### src/common/aei_pkg.sv
// Package with register map, field positions and timing for the accessory event interrupts
package aei_pkg;
   localparam logic [5:0] ADDR_ENABLE_WRITE = 6'h1D;
   localparam logic [5:0] ADDR_ENABLE_SET = 6'h1E;
   localparam logic [5:0] ADDR_ENABLE_CLEAR = 6'h1F;
   localparam logic [5:0] ADDR_STATUS = 6'h20;
   localparam logic [5:0] ADDR_LATCH = 6'h21;
   localparam logic [5:0] ADDR_VENDOR_LO = 6'h30;
   localparam logic [5:0] ADDR_VENDOR_HI = 6'h3F;
   localparam logic [5:0] ADDR_CONV_READ_LO = 6'h36;
   localparam logic [5:0] ADDR_CONV_READ_HI = 6'h38;
   localparam int EN_ID_RISE = 0;
   localparam int EN_ID_FALL = 1;
   localparam int EN_VDET = 2;
   localparam int EN_RDONE = 5;
   localparam logic [7:0] ENABLE_WRITE_MASK = 8'h27;
   localparam int ST_ID_OPEN = 0;
   localparam int ST_VDET = 1;
   localparam int ST_CODE_LO = 3;
   localparam int ST_DONE = 6;
   localparam int LT_ID = 0;
   localparam int LT_VDET = 1;
   localparam int LT_DONE = 3;
   localparam logic [7:0] RESET_BYTE = 8'h00;
   localparam logic [2:0] CODE_ID_OPEN = 3'h5;
   localparam logic [2:0] CODE_ERROR = 3'h7;
   localparam int CONV_TIME_NS = 282000;
   localparam int CLK_PERIOD_NS = 40;
   localparam int CONV_CYCLES = (CONV_TIME_NS + CLK_PERIOD_NS - 1) / CLK_PERIOD_NS;
   typedef struct packed {
      logic [5:0] addr;
      logic [7:0] wdata;
      logic wr;
      logic rd;
   } aei_req_s;
   typedef struct packed {
      logic id_open;
      logic vdet;
      logic [2:0] code;
   } aei_sense_s;
endpackage

### src/logic/aei_sync.sv
// Three-stage input synchroniser with second/third agreement
`timescale 1ns/1ps
module aei_sync #(
   parameter int W = 1
) (
   input wire logic sys_clk, // Clock
   input wire logic srst, // Sync reset
   input wire logic [W-1:0] d, // Async input
   output logic [W-1:0] q // Filtered output
);
   logic [W-1:0] s1_reg;
   logic [W-1:0] s2_reg;
   logic [W-1:0] s3_reg;
   always_ff @(posedge sys_clk) begin
      if (srst) begin
         s1_reg <= '0;
         s2_reg <= '0;
         s3_reg <= '0;
      end else begin
         s1_reg <= d;
         s2_reg <= s1_reg;
         s3_reg <= s2_reg;
      end
   end
   always_ff @(posedge sys_clk) begin
      if (srst) begin
         q <= '0;
      end else begin
         for (int i = 0; i < W; i++) begin
            if (s2_reg[i] == s3_reg[i]) begin
               q[i] <= s3_reg[i];
            end
         end
      end
   end
endmodule

### src/logic/aei_core.sv
// Accessory event enable, status and latch registers with alt_int output
`timescale 1ns/1ps
module aei_core #(
   parameter int CONV_CYCLES = aei_pkg::CONV_CYCLES
) (
   input wire logic sys_clk, // 25 MHz clock
   input wire logic srst, // Sync reset, high
   input wire aei_pkg::aei_req_s req, // Register access strobe
   output logic [7:0] rdata, // Read data, registered
   output logic rdata_valid, // Read data valid pulse
   output logic vendor_hit, // Access falls in vendor range
   input wire logic id_open_raw, // ID pin floating, async
   input wire logic line_voltage_raw, // Voltage comparator, async
   input wire logic [2:0] code_in, // Converter result code
   input wire logic conv_start, // Conversion start pulse
   input wire logic vendor_done_enable, // Vendor conversion irq enable
   output logic alt_int // Interrupt flag for RX CMD
);
   typedef enum logic [1:0] {
      CV_IDLE = 2'b01,
      CV_RUN = 2'b10
   } aei_conv_e;
   localparam int CW = $clog2(CONV_CYCLES + 1);
   localparam logic [CW-1:0] CONV_LAST = CW'(CONV_CYCLES - 1);

   aei_pkg::aei_sense_s sense;
   aei_pkg::aei_sense_s sense_prev_reg;
   logic [7:0] enable_reg;
   logic [7:0] latch_reg;
   logic [7:0] latch_next;
   logic done_reg;
   logic done_prev_reg;
   logic [2:0] code_reg;
   logic [CW-1:0] cnt_reg;
   aei_conv_e cv_reg;
   logic [7:0] status_byte;
   logic rdone_en;
   logic ev_id;
   logic ev_vdet;
   logic ev_done;
   logic conv_end;

   aei_sync #(.W(2)) u_sync (
      .sys_clk(sys_clk),
      .srst(srst),
      .d({line_voltage_raw, id_open_raw}),
      .q({sense.vdet, sense.id_open})
   );
   assign sense.code = code_reg;

   always_ff @(posedge sys_clk) begin
      if (srst) begin
         sense_prev_reg <= '0;
         done_prev_reg <= 1'b0;
      end else begin
         sense_prev_reg <= sense;
         done_prev_reg <= done_reg;
      end
   end

   // Enable byte with write, set and clear aliases
   always_ff @(posedge sys_clk) begin
      if (srst) begin
         enable_reg <= aei_pkg::RESET_BYTE;
      end else if (req.wr) begin
         unique case (req.addr)
            aei_pkg::ADDR_ENABLE_WRITE: enable_reg <= req.wdata
               & aei_pkg::ENABLE_WRITE_MASK;
            aei_pkg::ADDR_ENABLE_SET: enable_reg <= (enable_reg | req.wdata)
               & aei_pkg::ENABLE_WRITE_MASK;
            aei_pkg::ADDR_ENABLE_CLEAR: enable_reg <= enable_reg & ~req.wdata;
            default: enable_reg <= enable_reg;
         endcase
      end
   end

   assign rdone_en = enable_reg[aei_pkg::EN_RDONE] | vendor_done_enable;
   assign conv_end = (cv_reg == CV_RUN) && (cnt_reg == CONV_LAST);

   // Conversion timer
   always_ff @(posedge sys_clk) begin
      if (srst) begin
         cv_reg <= CV_IDLE;
         cnt_reg <= '0;
         code_reg <= 3'h0;
      end else begin
         unique case (cv_reg)
            CV_IDLE: begin
               cnt_reg <= '0;
               if (conv_start) begin
                  cv_reg <= CV_RUN;
               end
            end
            CV_RUN: begin
               cnt_reg <= cnt_reg + CW'(1);
               if (conv_end) begin
                  cv_reg <= CV_IDLE;
                  code_reg <= code_in;
               end
            end
            default: cv_reg <= CV_IDLE;
         endcase
      end
   end

   logic conv_code_read;
   assign conv_code_read = req.rd && req.addr >= aei_pkg::ADDR_CONV_READ_LO
      && req.addr <= aei_pkg::ADDR_CONV_READ_HI;

   // Done flag: set wins over clear
   always_ff @(posedge sys_clk) begin
      if (srst) begin
         done_reg <= 1'b0;
      end else if (conv_end) begin
         done_reg <= 1'b1;
      end else if (conv_code_read) begin
         done_reg <= 1'b0;
      end
   end

   assign ev_id = (enable_reg[aei_pkg::EN_ID_RISE] && sense.id_open && !sense_prev_reg.id_open)
      || (enable_reg[aei_pkg::EN_ID_FALL] && !sense.id_open
      && sense_prev_reg.id_open);
   assign ev_vdet = enable_reg[aei_pkg::EN_VDET] && (sense.vdet != sense_prev_reg.vdet);
   assign ev_done = rdone_en && done_reg && !done_prev_reg;

   always_comb begin
      latch_next = latch_reg;
      if (req.rd && req.addr == aei_pkg::ADDR_LATCH) begin
         latch_next = 8'h00;
      end
      if (ev_id) latch_next[aei_pkg::LT_ID] = 1'b1;
      if (ev_vdet) latch_next[aei_pkg::LT_VDET] = 1'b1;
      if (ev_done) latch_next[aei_pkg::LT_DONE] = 1'b1;
   end

   always_ff @(posedge sys_clk) begin
      if (srst) begin
         latch_reg <= aei_pkg::RESET_BYTE;
      end else begin
         latch_reg <= latch_next;
      end
   end

   always_comb begin
      status_byte = 8'h00;
      status_byte[aei_pkg::ST_ID_OPEN] = sense.id_open;
      status_byte[aei_pkg::ST_VDET] = sense.vdet;
      status_byte[aei_pkg::ST_CODE_LO +: 3] = sense.code;
      status_byte[aei_pkg::ST_DONE] = done_reg;
   end

   // Read mux
   always_ff @(posedge sys_clk) begin
      if (srst) begin
         rdata <= 8'h00;
         rdata_valid <= 1'b0;
      end else begin
         rdata_valid <= req.rd;
         if (req.rd) begin
            unique case (req.addr)
               aei_pkg::ADDR_ENABLE_WRITE, aei_pkg::ADDR_ENABLE_SET,
               aei_pkg::ADDR_ENABLE_CLEAR: rdata <= enable_reg;
               aei_pkg::ADDR_STATUS: rdata <= status_byte;
               aei_pkg::ADDR_LATCH: rdata <= latch_reg;
               default: rdata <= 8'h00;
            endcase
         end
      end
   end

   assign vendor_hit = (req.rd || req.wr) && req.addr >= aei_pkg::ADDR_VENDOR_LO
      && req.addr <= aei_pkg::ADDR_VENDOR_HI;

   always_ff @(posedge sys_clk) begin
      if (srst) begin
         alt_int <= 1'b0;
      end else begin
         alt_int <= ev_id || ev_vdet || ev_done;
      end
   end

   // Checker helpers
   localparam logic [CW-1:0] CONV_TOTAL = CW'(CONV_CYCLES);
   logic [CW-1:0] run_len_reg;
   logic en_access;
   logic map_hit;
   assign en_access = req.wr && req.addr >= aei_pkg::ADDR_ENABLE_WRITE
      && req.addr <= aei_pkg::ADDR_ENABLE_CLEAR;
   assign map_hit = req.addr >= aei_pkg::ADDR_ENABLE_WRITE
      && req.addr <= aei_pkg::ADDR_LATCH;

   always_ff @(posedge sys_clk) begin
      if (srst) begin
         run_len_reg <= '0;
      end else if (cv_reg == CV_RUN) begin
         run_len_reg <= run_len_reg + CW'(1);
      end else begin
         run_len_reg <= '0;
      end
   end

   // Enable register
   AST_EN_WRITE: assert property (@(posedge sys_clk) disable iff (srst)
      req.wr && req.addr == aei_pkg::ADDR_ENABLE_WRITE
      |=> enable_reg == ($past(req.wdata) & aei_pkg::ENABLE_WRITE_MASK))
      else $error("plain enable write wrong");

   AST_EN_SET: assert property (@(posedge sys_clk) disable iff (srst)
      req.wr && req.addr == aei_pkg::ADDR_ENABLE_SET |=> (enable_reg & ($past(req.wdata)
      & aei_pkg::ENABLE_WRITE_MASK)) == ($past(req.wdata) & aei_pkg::ENABLE_WRITE_MASK))
      else $error("set alias lost bits");

   AST_EN_CLR: assert property (@(posedge sys_clk) disable iff (srst)
      req.wr && req.addr == aei_pkg::ADDR_ENABLE_CLEAR |=> (enable_reg & $past(req.wdata)) == 8'h00)
      else $error("clear alias left bits");

   AST_EN_KEEP: assert property (@(posedge sys_clk) disable iff (srst)
      !en_access |=> $stable(enable_reg))
      else $error("enable changed without write");

   AST_EN_RSV: assert property (@(posedge sys_clk) disable iff (srst)
      (enable_reg & ~aei_pkg::ENABLE_WRITE_MASK) == 8'h00)
      else $error("reserved enable bit set");

   // Event capture
   AST_ID_EDGE: assert property (@(posedge sys_clk) disable iff (srst)
      ev_id |=> alt_int && latch_reg[aei_pkg::LT_ID])
      else $error("id edge not latched");

   AST_VDET: assert property (@(posedge sys_clk) disable iff (srst)
      enable_reg[aei_pkg::EN_VDET] && $changed(sense.vdet) |=> latch_reg[aei_pkg::LT_VDET])
      else $error("voltage change not latched");

   AST_DONE_LATCH: assert property (@(posedge sys_clk) disable iff (srst)
      $rose(done_reg) && rdone_en |=> latch_reg[aei_pkg::LT_DONE] ##0 alt_int)
      else $error("done not latched");

   AST_LATCH_CLR: assert property (@(posedge sys_clk) disable iff (srst)
      req.rd && req.addr == aei_pkg::ADDR_LATCH && !ev_id && !ev_vdet && !ev_done
      |=> latch_reg == 8'h00)
      else $error("latch not cleared by read");

   AST_LATCH_HOLD: assert property (@(posedge sys_clk) disable iff (srst)
      latch_reg[aei_pkg::LT_ID] && !(req.rd && req.addr == aei_pkg::ADDR_LATCH)
      |=> latch_reg[aei_pkg::LT_ID])
      else $error("latch lost without read");

   AST_LATCH_RSV: assert property (@(posedge sys_clk) disable iff (srst)
      latch_reg[7:4] == 4'h0 && latch_reg[2] == 1'b0)
      else $error("reserved latch bit set");

   AST_NO_INT: assert property (@(posedge sys_clk) disable iff (srst)
      enable_reg == 8'h00 && !vendor_done_enable |=> !alt_int)
      else $error("alt_int without enable");

   // Conversion
   AST_DONE_TIME: assert property (@(posedge sys_clk) disable iff (srst)
      cv_reg == CV_IDLE && conv_start |=> cv_reg == CV_RUN && cnt_reg == '0 && !conv_end)
      else $error("conversion finished early");

   AST_DONE_SET: assert property (@(posedge sys_clk) disable iff (srst)
      conv_end |=> done_reg)
      else $error("done not set at conversion end");

   AST_DONE_PERIOD: assert property (@(posedge sys_clk) disable iff (srst)
      $rose(done_reg) |-> run_len_reg == CONV_TOTAL)
      else $error("conversion length wrong");

   AST_CONV_KEEP: assert property (@(posedge sys_clk) disable iff (srst)
      cv_reg == CV_RUN && !conv_end |=> cv_reg == CV_RUN)
      else $error("conversion cut short");

   AST_DONE_HOLD: assert property (@(posedge sys_clk) disable iff (srst)
      done_reg && !conv_code_read |=> done_reg)
      else $error("done cleared without vendor read");

   AST_CODE: assert property (@(posedge sys_clk) disable iff (srst)
      $rose(done_reg) |-> sense.code == $past(code_in))
      else $error("resistance code not captured");

   AST_CV_ONEHOT: assert property (@(posedge sys_clk) disable iff (srst)
      $onehot(cv_reg))
      else $error("conversion state not one-hot");

   // Read path
   AST_STATUS_RD: assert property (@(posedge sys_clk) disable iff (srst)
      req.rd && req.addr == aei_pkg::ADDR_STATUS |=> rdata == $past(status_byte)
      && rdata[7] == 1'b0 && rdata[2] == 1'b0)
      else $error("status read wrong");

   AST_EN_RD: assert property (@(posedge sys_clk) disable iff (srst)
      req.rd && req.addr >= aei_pkg::ADDR_ENABLE_WRITE && req.addr <= aei_pkg::ADDR_ENABLE_CLEAR
      |=> rdata == $past(enable_reg))
      else $error("enable read wrong");

   AST_LATCH_RD: assert property (@(posedge sys_clk) disable iff (srst)
      req.rd && req.addr == aei_pkg::ADDR_LATCH |=> rdata == $past(latch_reg))
      else $error("latch read wrong");

   AST_UNMAPPED: assert property (@(posedge sys_clk) disable iff (srst)
      req.rd && !map_hit |=> rdata == 8'h00)
      else $error("unmapped read not zero");

   AST_RDV: assert property (@(posedge sys_clk) disable iff (srst)
      req.rd |=> rdata_valid)
      else $error("read valid missing");

   AST_RDV_IDLE: assert property (@(posedge sys_clk) disable iff (srst)
      !req.rd |=> !rdata_valid)
      else $error("read valid without read");

   AST_VENDOR: assert property (@(posedge sys_clk) disable iff (srst)
      vendor_hit |-> (req.rd || req.wr) && req.addr[5:4] == 2'h3)
      else $error("vendor decode wrong");

   // Scenario coverage
   COV_ID: cover property (@(posedge sys_clk) disable iff (srst)
      ev_id ##1 alt_int);
   COV_VDET: cover property (@(posedge sys_clk) disable iff (srst)
      ev_vdet ##1 alt_int);
   COV_CONV: cover property (@(posedge sys_clk) disable iff (srst)
      conv_end ##2 latch_reg[aei_pkg::LT_DONE]);
   COV_DONE_CLR: cover property (@(posedge sys_clk) disable iff (srst)
      done_reg && conv_code_read ##1 !done_reg);
   COV_LATCH_RD: cover property (@(posedge sys_clk) disable iff (srst)
      latch_reg != 8'h00 && req.rd && req.addr == aei_pkg::ADDR_LATCH);
endmodule

### config.mk
export PLATFORM = sky130hd
export DESIGN_NAME = aei_core
export DESIGN_NICKNAME = d
export VERILOG_FILES = /design/src/common/aei_pkg.sv /design/src/logic/aei_sync.sv /design/src/logic/aei_core.sv
export SDC_FILE = /design/constraint.sdc
export NUM_CORES = 1
export LEC_CHECK = 0
export ABC_AREA = 1
export BUFFER_PORTS_ARGS = -buffer_cell sky130_fd_sc_hd__buf_4
export CORE_ASPECT_RATIO = 0.6
export CORE_MARGIN = 2
export CORE_UTILIZATION = 60
export DETAILED_ROUTE_END_ITERATION = 10
export PLACE_DENSITY = 0.94
export SLEW_MARGIN = 10
export SYNTH_ARGS = -nofsm -noshare
export SYNTH_HDL_FRONTEND = slang
export SYNTH_HIERARCHICAL = 1
export SYNTH_SLANG_ARGS = --single-unit
### constraint.sdc
create_clock -name sys_clk -period 2.88 [get_ports sys_clk]
set_input_delay 0.144 -clock sys_clk [delete_from_list [all_inputs] [get_ports sys_clk]]
set_output_delay 0.144 -clock sys_clk [all_outputs]
set_load 0.03 [all_outputs]
==> results.toml <==
[clocking]
hold_buffers = 1
cts_resized = 0
clkTransAtPathRegs_ps = 90
cts_buffers = 5
clkSinkCount = 51
h-tree-depth = 2
clock-root-buffer = "clkbuf_8"
worstSkewPairLatency_ps = 300
cts_setup_buffers = 0
cts_tree = "built"
clock_path_buffers = 2

[floorplanning]
die_x_um = 83.7
io_pins = 36
core-area_mm2 = 0.00366
initial_utilization = 0.626
num_rows = 17
dieArea_mm2 = 0.00434
die_y_um = 51.8

[sta]
hold_viol_final = 0
min_period_over_period = 0.630
whs_ps = 50.4
fin_skew_ps = 9.24
relSlewSlack = 0.700
drv_slew = 0
fin_crit_ps = 1820
grt_setup_unrepaired = "no"
finalSetupViolCount = 0
setup_slack_ps = 1060
finalSetupTns_ps = 0
fmax_mhz = 551
worstMarginPinSlew_ps = 450

[route]
viasPerCell = 5.29
ant_nets = 0
routed-via-count = 2139
drt-initial-drc-count = 162
wl_um = 5040
drc = 0
drtPass1Iterations = 4
post_drt_wl_per_cell_um = 12.5

[synthesis]
avgSynthCellArea_um2 = 7.24
ys_warn_count = 6
synthArstFlopShare = 0
ys.flop_type = "dfxtp_1"
synthTopCellsByCount = "nand2_1, dfxtp_1, nor2_1"
ys_ff_latch = 51
synth_top_area_frac = 0.446
netlist_instances = 316
yosysMostFrequentCell = "nand2_1"
synthDistinctLibCells = 29
synth-edff-count = 0
synth_fp_nets = 345
synth_seq_area_share = 0.446
ys_top_cells_by_area = "dfxtp_1, nand2_1, nor2_1"
synth_area_mm2 = 0.00229
synth.largest_area_cell = "dfxtp_1"

[placed_design]
place_area_mm2 = 0.00259
portBuffers = 35
placed_cells = 394
post-place-ws_ps = 1100
detailed_place_hpwl_um = 3820
gp_congestion = 0.925

[power_and_ir_drop]
p_per_area_mw_per_mm2 = 549
ir_drop_v = 0.000381
p_leak_nw = 1.16

[critical_path]
crit_fanout = 11
cp.required_ps = 3110
reg2reg_slack_ps = 1060
cpPeakStageDelay_ps = 450
cpMaxStageDelayCell = "ha_1"
crit_type = "reg -> reg"
crit_path_cell_trace = "inv_1 -> ha_1 -> inv_2 -> a21oi_2 -> inv_1 -> a211oi_1"
worstSetupStartpointType = "register"
cpMostUsedCell = "inv_1"
worstSetupEndpointType = "register"
worstPathArrival_ps = 2040

[layout]
largest_reg_flops = 13
fin_nets = 385
area_delta_synth_final_pct = 18.3
fin_area_mm2 = 0.00271
drive_above_1_share = 0.157
num_antenna_cells = 0
instances_no_fill = 404

[min_path]
hp-class = "in -> reg"

[global_route]
grt_pass1_wl_um = 8380
grt_max_degree = 29
grt_pass1_vias = 1891
track_usage = 0.250
grt-ovfl-total = 0
antenna_found_initial = 0

[run_status]
outcome = "completed"

[run]
maxCapViolCount = 0
## critical path, delay by kind of cell, from the launching register on
family | cells | cell delay, ps
AOI/OAI and AO/OA | 2 | 590
buffers and inverters | 3 | 330
adders and majority gates | 1 | 450
DFF | 1 | 370
## worst paths after layout
path                    start                to  cells past startpoint
max                 cv_reg[0]        cnt_reg[1]                      6
min               id_open_raw  u_sync/s1_reg[0]                      3
max reg2reg         cv_reg[0]        cnt_reg[1]                      6
min reg2reg  u_sync/s1_reg[1]  u_sync/s2_reg[1]                      2
## power breakdown
group          leakage (nW)  switching [mW]  total, mW  internal [mW]
logic                 0.691           0.186      0.284         0.0983
clock network        0.0515           0.223      0.443          0.220
registers             0.413          0.0244      0.759          0.735
## cells in the final DEF (no fill, tap or decap), drive strengths merged, types with 4 or more instances in the layout
cell | netlist | final
o2111ai | 4 | 4
nand3 | 25 | 25
dfxtp | 51 | 51
ha | 4 | 4
nor3 | 8 | 8
nor2 | 48 | 48
clkbuf | 1 | 8
a21oi | 29 | 29
nand4 | 4 | 4
inv | 42 | 42
buf | 3 | 35
nand2 | 72 | 72
o21ai | 18 | 18
## logic make-up after synthesis
| family | after synthesis | share of synthesized area |
|---|---|---|
| and+or+nand+nor | 159 | 0.320 |
| AOI/OAI and AO/OA | 54 | 0.129 |
| DFF | 51 | 0.446 |
| buffers and inverters | 48 | 0.0826 |
| adders and majority gates | 4 | 0.0219 |
## area by class of cell
type | count | area, um2
Timing Repair Buffer | 37 | 283
Sequential cell | 51 | 1020
Fill cell | 287 | 952
Inverter | 44 | 165
Tap cell | 47 | 58.8
Multi-Input combinational cell | 217 | 1080
Clock buffer | 8 | 100
## routing by layer
layer  share of wire  track usage
met1            0.47        0.353
met2            0.42        0.385
met4           0.012       0.0780
met5               0            0
met3           0.094       0.0603
## per-stage QoR
stage | power [mW] | util
finish | 1.49 | 0.740
global route | 1.57 | 0.740
CTS | 1.49 | 0.737
floorplan | 0.975 | -
detailed placement | 1.05 | 0.707
global placement | 1.04 | 0.707
No activity file was read; power rests on OpenSTA's default activity.
